$ cat config.mk
export PLATFORM = sky130hd
export DESIGN_NAME = fcsg_top
export DESIGN_NICKNAME = d
export VERILOG_FILES = /design/src/rtl/fcsg_pkg.sv /design/src/rtl/fcsg_tick_gen.sv /design/src/rtl/fcsg_top.sv
export VERILOG_INCLUDE_DIRS = /design/src /design/src/rtl
export SDC_FILE = /design/constraint.sdc
export NUM_CORES = 1
export LEC_CHECK = 0
export BUFFER_PORTS_ARGS = -buffer_cell sky130_fd_sc_hd__buf_2
export CORE_AREA = 3 3 124 126
export CTS_CLUSTER_DIAMETER = 50
export DETAILED_ROUTE_END_ITERATION = 10
export DIE_AREA = 0 0 127 129
export GPL_TIMING_DRIVEN = 0
export HOLD_SLACK_MARGIN = 0.15
export SYNTH_ARGS = -nofsm -noshare
export SYNTH_HDL_FRONTEND = slang
export SYNTH_HIERARCHICAL = 1
export SYNTH_SLANG_ARGS = --single-unit
$ cat constraint.sdc
create_clock -name MCLK -period 2.5 [get_ports MCLK]
set_input_delay 0.5 -clock MCLK [delete_from_list [all_inputs] [get_ports MCLK]]
set_output_delay 0.5 -clock MCLK [all_outputs]
set_load 0.05 [all_outputs]
$ cat src/rtl/fcsg_consts.svh
`ifndef FCSG_CONSTS_SVH
`define FCSG_CONSTS_SVH

// Overview of operation
// - Matching 8-byte key lifts security when enabled
// - Key accepted only from secure code, never debug
// - Key disabled: mass erase plus blank verify unsecures
// - Security bits pattern 1:0 means unsecured
// - Secured: block debug and non-secure RAM accesses
// - No program or erase before divider written
// - Divider register accepts one write per reset
// - Divider writes ignored while access error set
// - Pulses timed in whole timing clock periods
// - Byte program 9 ticks, burst program 4
// - Page erase 4000 ticks, mass erase 20000
// - Loaded flag bit 7, read-only, set by write
// - Loaded flag gates program and erase operations
// - Prescale bit 6 divides bus clock by eight
// - Timing clock is input over ratio plus one

// ----------------------------------------------------------------
// Divider register layout
// ----------------------------------------------------------------
`define FCSG_LOADED_BIT        7
`define FCSG_PRESCALE_BIT      6
`define FCSG_RATIO_MSB         5
`define FCSG_DIV_RESET         8'h00

// ----------------------------------------------------------------
// Timing counts, in timing clock ticks
// ----------------------------------------------------------------
`define FCSG_PRESCALE_LAST     3'h7
`define FCSG_BYTE_PROG_TICKS   15'h0009
`define FCSG_BURST_PROG_TICKS  15'h0004
`define FCSG_PAGE_ERASE_TICKS  15'h0FA0
`define FCSG_MASS_ERASE_TICKS  15'h4E20

// ----------------------------------------------------------------
// Security
// ----------------------------------------------------------------
`define FCSG_KEY_LAST_IDX      3'h7
`define FCSG_SEC_UNSECURED     2'h2

`endif

$ cat src/rtl/fcsg_pkg.sv
package fcsg_pkg;

  // Command codes presented on the command port
  typedef enum logic [1:0] {CMD_BYTE_PROG, CMD_BURST_PROG, CMD_PAGE_ERASE,
                            CMD_MASS_ERASE} fcsg_cmd_t;

  // Command sequencer states
  typedef enum logic {ST_IDLE, ST_RUN} fcsg_state_t;

  // Divider register image
  typedef struct packed {
    logic       loaded;   // Divider loaded flag
    logic       prescale_by_eight;  // Prescale by eight
    logic [5:0] ratio;    // Ratio field
  } fcsg_div_t;

  // Command request
  typedef struct packed {
    logic      start;
    fcsg_cmd_t code;
  } fcsg_cmd_req_t;

  // Key byte write
  typedef struct packed {
    logic       wr;
    logic [7:0] data;
    logic       from_secure;
    logic       from_debug;
  } fcsg_key_req_t;

  // RAM access request
  typedef struct packed {
    logic req;
    logic from_debug;
    logic from_nonsecure;
  } fcsg_ram_req_t;

  // Tick generator state
  typedef struct packed {
    logic [2:0] pre;
    logic [5:0] cnt;
    logic       tick;
  } fcsg_tick_st_t;

  // Top state
  typedef struct packed {
    fcsg_div_t   div;
    logic        acc_err;
    fcsg_state_t state;
    fcsg_cmd_t   code;
    logic [14:0] tick_cnt;
    logic        busy;
    logic        done;
    logic        erased;
    logic        sec_init;
    logic        secured;
    logic        key_en;
    logic [2:0]  key_idx;
    logic [55:0] key_shift;
    logic        key_bad;
    logic        ram_grant;
  } fcsg_top_st_t;

endpackage : fcsg_pkg

$ cat src/rtl/fcsg_tick_gen.sv
`timescale 1ns/1ps
`include "fcsg_consts.svh"

module fcsg_tick_gen
  import fcsg_pkg::*;
(
  input  wire logic       clk,
  input  wire logic       rst_n,
  input  wire logic       restart,
  input  wire logic       prescale_by_eight,
  input  wire logic [5:0] ratio,
  output logic            tick
);

  fcsg_tick_st_t st;       // Registered state
  fcsg_tick_st_t next_st;  // Next state
  logic          pre_hit;  // Prescaler output enable

  // ----------------------------------------------------------------
  // Next state
  // ----------------------------------------------------------------
  always_comb begin
    next_st      = st;
    next_st.tick = 1'b0;
    pre_hit      = !prescale_by_eight || (st.pre == `FCSG_PRESCALE_LAST);
    if (restart) begin
      // Restart so the first period of a command is a whole one
      next_st.pre = 3'h0;
      next_st.cnt = 6'h00;
    end else begin
      next_st.pre = st.pre + 3'h1;
      if (pre_hit) begin
        if (st.cnt == ratio) begin
          // Enable tick instead of a routed clock keeps one domain
          next_st.cnt  = 6'h00;
          next_st.tick = 1'b1;
        end else begin
          next_st.cnt = st.cnt + 6'h01;
        end
      end
    end
  end

  // ----------------------------------------------------------------
  // State register
  // ----------------------------------------------------------------
  always_ff @(posedge clk) begin
    if (!rst_n) begin
      st <= '0;
    end else begin
      st <= next_st;
    end
  end

  assign tick = st.tick;

  // ----------------------------------------------------------------
  // Checks
  // ----------------------------------------------------------------
  logic [9:0] gap;       // Cycles since last tick
  logic       seen;      // A full period has been observed
  logic [9:0] period;    // Expected period
  logic [6:0] cfg_last;  // Divider setting one cycle ago
  logic       cfg_new;   // Divider setting changed this cycle

  assign period = prescale_by_eight ? {1'b0, ratio, 3'h0} + 10'h008 : {4'h0, ratio} + 10'h001;
  assign cfg_new = ({prescale_by_eight, ratio} != cfg_last);

  // Setting history; the period around a change is irregular by nature
  always_ff @(posedge clk) begin
    cfg_last <= {prescale_by_eight, ratio};
  end

  always_ff @(posedge clk) begin
    if (!rst_n || restart) begin
      gap  <= 10'h000;
      seen <= 1'b0;
    end else begin
      gap  <= st.tick ? 10'h000 : gap + 10'h001;
      seen <= (seen | st.tick) & !cfg_new;
    end
  end
endmodule : fcsg_tick_gen

$ cat src/rtl/fcsg_top.sv
`timescale 1ns/1ps
`include "fcsg_consts.svh"

module fcsg_top
  import fcsg_pkg::*;
#(
  parameter logic [14:0] BYTE_PROG_TICKS  = `FCSG_BYTE_PROG_TICKS,
  parameter logic [14:0] BURST_PROG_TICKS = `FCSG_BURST_PROG_TICKS,
  parameter logic [14:0] PAGE_ERASE_TICKS = `FCSG_PAGE_ERASE_TICKS,
  parameter logic [14:0] MASS_ERASE_TICKS = `FCSG_MASS_ERASE_TICKS
)
(
  input  wire logic          MCLK,
  input  wire logic          RST_N,
  input  wire logic          DIV_WR,
  input  wire logic [7:0]    DIV_WDATA,
  output logic      [7:0]    DIV_RDATA,
  input  wire logic          ACC_ERR_CLR,
  output logic               ACC_ERR,
  input  fcsg_cmd_req_t      CMD_REQ,
  output logic               CMD_BUSY,
  output logic               CMD_DONE,
  output logic               TIMING_TICK,
  input  wire logic          BLANK_VERIFY_OK,
  input  wire logic          NV_KEY_UNLOCK_ENABLE,
  input  wire logic [1:0]    NV_SECURITY_STATE_BITS,
  input  wire logic [63:0]   NV_KEY,
  input  fcsg_key_req_t      KEY_REQ,
  output logic               SECURED,
  input  fcsg_ram_req_t      RAM_REQ,
  output logic               RAM_GRANT
);

  // ----------------------------------------------------------------
  // Declarations
  // ----------------------------------------------------------------
  fcsg_top_st_t st;         // Registered state
  fcsg_top_st_t next_st;    // Next state
  logic         tick;       // Timing clock enable
  logic         cmd_ok;     // Command accepted this cycle
  logic         cmd_bad;    // Command refused this cycle
  logic         key_last;   // Final key byte this cycle
  logic         key_hit;    // Key sequence unlocks
  logic         blank_hit;  // Blank verify unlocks

  // Length of a command in timing ticks
  function automatic logic [14:0] cmd_ticks(input fcsg_cmd_t code);
    case (code)
      CMD_BYTE_PROG:  cmd_ticks = BYTE_PROG_TICKS;
      CMD_BURST_PROG: cmd_ticks = BURST_PROG_TICKS;
      CMD_PAGE_ERASE: cmd_ticks = PAGE_ERASE_TICKS;
      CMD_MASS_ERASE: cmd_ticks = MASS_ERASE_TICKS;
      default:        cmd_ticks = BYTE_PROG_TICKS;
    endcase
  endfunction : cmd_ticks

  // ----------------------------------------------------------------
  // Timing clock divider
  // ----------------------------------------------------------------
  fcsg_tick_gen u_tick (
    .clk     (MCLK),
    .rst_n   (RST_N),
    .restart (cmd_ok),
    .prescale_by_eight (st.div.prescale_by_eight),
    .ratio   (st.div.ratio),
    .tick    (tick)
  );

  // ----------------------------------------------------------------
  // Decodes
  // ----------------------------------------------------------------
  always_comb begin
    // Loaded flag gates every command; busy refuses overlap
    cmd_ok    = CMD_REQ.start && st.div.loaded && (st.state == ST_IDLE);
    cmd_bad   = CMD_REQ.start && !cmd_ok;
    key_last  = KEY_REQ.wr && st.secured && (st.key_idx == `FCSG_KEY_LAST_IDX);
    // Any byte from debug or non-secure code spoils the sequence
    key_hit   = key_last && st.key_en && !st.key_bad && KEY_REQ.from_secure
                && !KEY_REQ.from_debug && ({st.key_shift, KEY_REQ.data} == NV_KEY);
    blank_hit = BLANK_VERIFY_OK && st.erased && st.secured;
  end

  // ----------------------------------------------------------------
  // Next state
  // ----------------------------------------------------------------
  always_comb begin
    next_st      = st;
    next_st.done = 1'b0;

    // Security straps caught once, the cycle after reset release
    if (!st.sec_init) begin
      next_st.sec_init = 1'b1;
      next_st.secured  = (NV_SECURITY_STATE_BITS != `FCSG_SEC_UNSECURED);
      next_st.key_en   = NV_KEY_UNLOCK_ENABLE;
    end

    // One write per reset, and none while an access error stands
    if (DIV_WR && !st.div.loaded && !st.acc_err) begin
      next_st.div.loaded            = 1'b1;
      next_st.div.prescale_by_eight = DIV_WDATA[`FCSG_PRESCALE_BIT];
      next_st.div.ratio             = DIV_WDATA[`FCSG_RATIO_MSB:0];
    end

    // Refused command raises the error; set beats a same-cycle clear
    if (cmd_bad) begin
      next_st.acc_err = 1'b1;
    end else if (ACC_ERR_CLR) begin
      next_st.acc_err = 1'b0;
    end

    // Command sequencer
    case (st.state)
      ST_IDLE: begin
        if (cmd_ok) begin
          next_st.state    = ST_RUN;
          next_st.busy     = 1'b1;
          next_st.code     = CMD_REQ.code;
          next_st.tick_cnt = cmd_ticks(CMD_REQ.code);
        end
      end
      ST_RUN: begin
        // Counts whole periods only: the divider restarted at accept
        if (tick) begin
          if (st.tick_cnt == 15'h0001) begin
            next_st.state = ST_IDLE;
            next_st.busy  = 1'b0;
            next_st.done  = 1'b1;
            if (st.code == CMD_MASS_ERASE) begin
              next_st.erased = 1'b1;
            end
          end else begin
            next_st.tick_cnt = st.tick_cnt - 15'h0001;
          end
        end
      end
      default: begin
        next_st.state = ST_IDLE;
        next_st.busy  = 1'b0;
      end
    endcase

    // Key bytes collected only while secured
    if (KEY_REQ.wr && st.secured) begin
      next_st.key_shift = {st.key_shift[47:0], KEY_REQ.data};
      next_st.key_bad   = st.key_bad || KEY_REQ.from_debug || !KEY_REQ.from_secure;
      next_st.key_idx   = st.key_idx + 3'h1;
      if (key_last) begin
        next_st.key_bad = 1'b0;
      end
    end

    // Unlock paths; security is lifted only until the next reset
    if (key_hit || blank_hit) begin
      next_st.secured = 1'b0;
    end

    // Secure RAM is refused to debug and non-secure code
    next_st.ram_grant = RAM_REQ.req
                        && !(st.secured && (RAM_REQ.from_debug || RAM_REQ.from_nonsecure));
  end

  // ----------------------------------------------------------------
  // State register
  // ----------------------------------------------------------------
  always_ff @(posedge MCLK) begin
    if (!RST_N) begin
      st         <= '0;
      st.secured <= 1'b1;
      st.div     <= `FCSG_DIV_RESET;
    end else begin
      st <= next_st;
    end
  end

  // ----------------------------------------------------------------
  // Outputs
  // ----------------------------------------------------------------
  assign DIV_RDATA   = st.div;
  assign ACC_ERR     = st.acc_err;
  assign CMD_BUSY    = st.busy;
  assign CMD_DONE    = st.done;
  assign TIMING_TICK = tick;
  assign SECURED     = st.secured;
  assign RAM_GRANT   = st.ram_grant;

  logic [14:0] run_ticks;  // Ticks seen during current command

  always_ff @(posedge MCLK) begin
    if (!RST_N || cmd_ok) begin
      run_ticks <= 15'h0000;
    end else if (st.busy && tick) begin
      run_ticks <= run_ticks + 15'h0001;
    end
  end
endmodule : fcsg_top

# == Word-level counts from Yosys, hierarchy flattened ==
# Index checks and enable logic that the tools add are counted.
# totals
elab_cells,97
ff_bits,104
out_inout_bits,14
in_bits,97
# classes
n_mux,17
n_bitwise,3
add_sub_neg,4
n_eq_ne,15
n_reduce_logical,38
# ops
cell,n
$eq 64x64->1,1
$pmux 15 s4,1
$pmux 16 s2,1
$mux 19,1
$mux 18,1
$logic_and 1x1->1,16
$eq 15x1->1 const B,1
$mux 15,1
$sub 15x1->15 const B,1
$reduce_and 3->1,3
$logic_not 1->1,8
$mux 1,8
$add 3x1->3 const B,2
$add 6x1->6 const B,1
$eq 2x2->1 const B,3
$eq 3x3->1 const B,2
$eq 6x6->1,1
$mux 6,1
$ne 2x1->1 const B,3
$ne 2x2->1 const B,3
$logic_or 1x1->1,5
$reduce_and 4->1,1
$mux 3,1
$not 1->1,3
8 further kinds,8

# == Logic depth before layout (Yosys ltp) ==
# logic_depth
depth_word,9
mapped_depth,8
mapped_depth_nobuf,7

# == Cells and area by module ==
# The synthesis kept the hierarchy.
# by_module_without_submodules
mod,area_each_um2,cells_per_inst,seq_area_each_um2,instances
fcsg_top,4722.0,561,1881.8,1
fcsg_tick_gen,540.5,52,200.2,1

# == Least setup slack after synthesis ==
# OpenSTA, ideal clock, no wires.
# synth_path
kind,register to register
start,register u_tick.st (netlist bit u_tick/tick)
end,register st[77] in the netlist's numbering
period_less_slack_ps,1894
required_time_ps,2442
setup_time_ps,58
stages_incl_launch_ff,6
arrival_time_ps,1836
n_path_buf,0
path_slack_ps,606
path_cell_list,dfxtp_1 nand2_1 or4_2 o21ai_0 and3_1 a31o_2
# synth_between
elab_chain_cells,2
# synth_lines
element,line,rtl
from (decl),fcsg_tick_gen.sv:15,fcsg_tick_st_t st;
from (signal assigned),fcsg_tick_gen.sv:51,st <= next_st;
$ne 2x1->1 (no source line),-,
$reduce_and 3->1 (no source line),-,
to (signal assigned),fcsg_top.sv:171,st <= next_st;
to (decl),fcsg_top.sv:37,fcsg_top_st_t st;
# No other way between the ends.
# A chain may end at the register's enable or synchronous reset.

# == Final worst setup path ==
# layout_path
start,register st[48] in the netlist's numbering
end,register st (netlist bit SECURED)
# layout_between
elab_chain_cells,4
word_cells_on_any_way,5
cone_classes,eq/ne (2); mux (1); reduce/logical (2)
# layout_lines
element,line,rtl
$eq 64x64->1 (*),fcsg_top.sv:79,"&& !KEY_REQ.from_debug && ({st.key_shift, KEY_REQ.data} == NV_KEY);"
$logic_and 1x1->1 (*),fcsg_top.sv:79,
$logic_or 1x1->1 (*),fcsg_top.sv:153,if (key_hit || blank_hit) begin
$ne 2x1->1 (no source line) or $mux 1 (tied branches),-,
# Every way passes the cells marked *; elsewhere a longest branch is shown, timed or not.

==> impl_metrics.env <==
export IMPL_status="finished, final reports clean"
export IMPL_cts_path_max_buffers=2
export IMPL_gr_usage_all_layers=0.1812
export IMPL_yosys_area_top_type_share=0.3956
export IMPL_crit_required_ns=2.71
export IMPL_grt_pass1_vias=4504
export IMPL_first_iter_violations=278
export IMPL_pwr_share_clk=0.410
export IMPL_tns_ns=0
export IMPL_root_buffer="clkbuf_16"
export IMPL_dr_pass1_iters=5
export IMPL_ys_warn_count=6
export IMPL_switchingPower_mw=1.046
export IMPL_dpl_hpwl_um=11500
export IMPL_postSynth_asyncResetShare=0
export IMPL_place_congestion=0.8583
export IMPL_end_kind="register"
export IMPL_worstPathCellList="xor2_1 -> nor4_1 -> nand4_1 -> nor4_1 -> a31oi_1"
export IMPL_avgViaCountPerCell=5.009
export IMPL_antenna_left=0
export IMPL_crit_family="simple AND/OR/NAND/NOR gates"
export IMPL_wire_per_inst_um=16.06
export IMPL_synth_seq_cells=104
export IMPL_total_power_mw=4.044
export IMPL_synthAdderAreaFrac=0.01664
export IMPL_powerDensity_nw_per_um2=632.5
export IMPL_finalCritPeriodShare=0.8142
export IMPL_intPower_mw=2.998
export IMPL_cts_tree="yes"
export IMPL_nets=837
export IMPL_antenna_cells=0
export IMPL_avgSynthCellArea_sq_um=8.585
export IMPL_maxCapViolCount=0
export IMPL_area_delta_synth_final_pct=21.49
export IMPL_max_clock_freq_mhz=491.3
export IMPL_drc=0
export IMPL_yosys_area_share_simple=0.2159
export IMPL_grt_max_degree=17
export IMPL_pre_cts_ws_ns=0.3017
export IMPL_clk_pin_slew_ns=0.07
export IMPL_ir_worst_vdd_uv=360.4
export IMPL_synth_largest_area_cell="dfxtp_1"
export IMPL_r2r_cells=5
export IMPL_clock_skew_ns=0.003910
export IMPL_synthXorXnorAreaFrac=0.09819
export IMPL_synth_cells=613
export IMPL_syn_num_nets=717
export IMPL_hold_path_class="in2reg"
export IMPL_synth_seq_area_share=0.3956
export IMPL_yosys_most_used_dff="dfxtp_1"
export IMPL_p_leak_nw=2.603
export IMPL_wl_um=14810
export IMPL_layout_setup_ws_ns=0.4644
export IMPL_cts_sink_count=104
export IMPL_worstMarginPinSlew_ns=0.6887
export IMPL_largest_reg_flops=81
export IMPL_cp_slowest_cell="nor4_1"
export IMPL_num_rows=44
export IMPL_cts_inserted_buffers=9
export IMPL_grt_antenna_before_repair=0
export IMPL_finalHoldViolCount=0
export IMPL_die_h_um=129
export IMPL_criticalPathCategory="reg2reg"
export IMPL_synth_compound_area_frac=0.2021
export IMPL_die_area_sq_um=16380
export IMPL_start_util=0.3649
export IMPL_crit_arrival_ns=2.24
export IMPL_rsz0062_at_grt="no"
export IMPL_grt_pass1_wl_um=23480
export IMPL_drive_gt1_frac=0.2100
export IMPL_synth_edf_count=0
export IMPL_yosysUniqueCellTypes=64
export IMPL_cts_setup_buffers=0
export IMPL_io_pins=111
export IMPL_p_comb_frac=0.150
export IMPL_drv_slew=0
export IMPL_clk_latency_ns=0.34
export IMPL_largest_register="st"
export IMPL_p_seq_frac=0.439
export IMPL_slew_headroom=0.5290
export IMPL_cp_max_fo=3
export IMPL_setup_viol=0
export IMPL_critPathBufInv=0
export IMPL_synth_area_leaders="dfxtp_1, nand2_1, a21boi_0"
export IMPL_synth_cell_area_sq_um=5263
export IMPL_period_needed_ns=2.036
export IMPL_numPortBuffers=109
export IMPL_swShare=0.2585
export IMPL_cts_hold_buffers=0
export IMPL_overflow=0
export IMPL_vias=4618
export IMPL_die_w_um=127
export IMPL_cts_resized=0
export IMPL_path_common_cell="nor4_1"
export IMPL_cpPeakStageDelay_ns=0.64
export IMPL_coreArea_sq_um=14420
export IMPL_hold_depth=1
export IMPL_crit_path_start_kind="register"
export IMPL_cts_max_level=3
export IMPL_synth_mux_area_frac=0.01902
export IMPL_worst_path_stages=5
export IMPL_synth_top_family_by_area="simple AND/OR/NAND/NOR gates"
[cells in the mapped netlist (all sizes together) (13+ instances only)]
master	n
nand2	135
dfxtp	104
a21boi	68
xor2	46
clkbuf	21
inv	21
buf	18
nor4	17
o21ai	17
a21oi	14
xnor2	13
[stage by stage]
| stage | hold slack (ns) | cell area (sq um) | util | instances |
|---|---|---|---|---|
| finish | 0.2924 | 6394 | 0.4433 | 922 |
| floorplan | 0.3992 | 5263 | - | 613 |
| global route | 0.2862 | 6394 | 0.4433 | 922 |
| CTS | 0.2865 | 6394 | 0.4433 | 922 |
| detailed placement | 0.4293 | 6038 | 0.4186 | 906 |
| global placement | 0.4087 | 6038 | 0.4186 | 906 |
[cell usage in the layout, fill, tap and decap left out, types with 13 or more instances in the layout]
master / synthesis / layout
nand2_1: 135 / 135
buf_2: 2 / 111
dfxtp_1: 104 / 104
a21boi_0: 65 / 65
xor2_1: 46 / 46
clkbuf_1: 21 / 22
inv_1: 21 / 21
o21ai_0: 16 / 16
nor4_1: 14 / 14
a21oi_1: 13 / 13
xnor2_1: 13 / 13
[cells by family (layout without fill, tap and decap cells)]
kind of cell	count (synthesis)	count (layout)
multiplexers	10	10
flip-flops	104	104
buffers and inverters	61	186
XOR/XNOR	59	59
adder cells (fa/ha/maj)	7	7
AND/OR/NAND/NOR	227	227
AO/OA/AOI/OAI	145	145
[cell type report]
type / instances / area (sq um)
tap: 184 / 230.2
fill: 1480 / 8030
inverter: 22 / 82.58
sequential: 104 / 2082
clock buffer: 12 / 256.5
timing repair buffer: 109 / 545.5
buffer: 39 / 193.9
multi-input combinational: 448 / 2904
clock inverter: 4 / 98.84
[path summary, 6_finish.rpt]
check          startpoint      endpoint  slack (ns)
max reg2reg        st[48]       SECURED        0.46
max                st[48]       SECURED        0.46
min                 RST_N        st[63]        0.29
min reg2reg  u_tick/st[7]  u_tick/st[7]        0.43
[per-layer routing]
| layer | vias to the layer above | routed length [um] | global-route usage | part of all wire |
|---|---|---|---|---|
| met4 | 0 | 220 | 0.06057 | 0.015 |
| met1 | 2141 | 7313 | 0.2561 | 0.49 |
| met2 | 113 | 6728 | 0.2858 | 0.45 |
| li1 | 2350 | - | - | - |
| met5 | - | 0 | 0 | 0 |
| met3 | 14 | 548 | 0.02491 | 0.037 |
[power groups by stage]
stage	logic [mW]	registers, mW	clock network, mW
after global placement	0.594	1.81	0
after detailed placement	0.604	1.81	0
after global routing	0.670	1.78	1.75
final	0.607	1.78	1.66
after floorplan	0.379	1.82	0
after CTS	0.609	1.78	1.69
No activity file was read; power rests on OpenSTA's default activity.
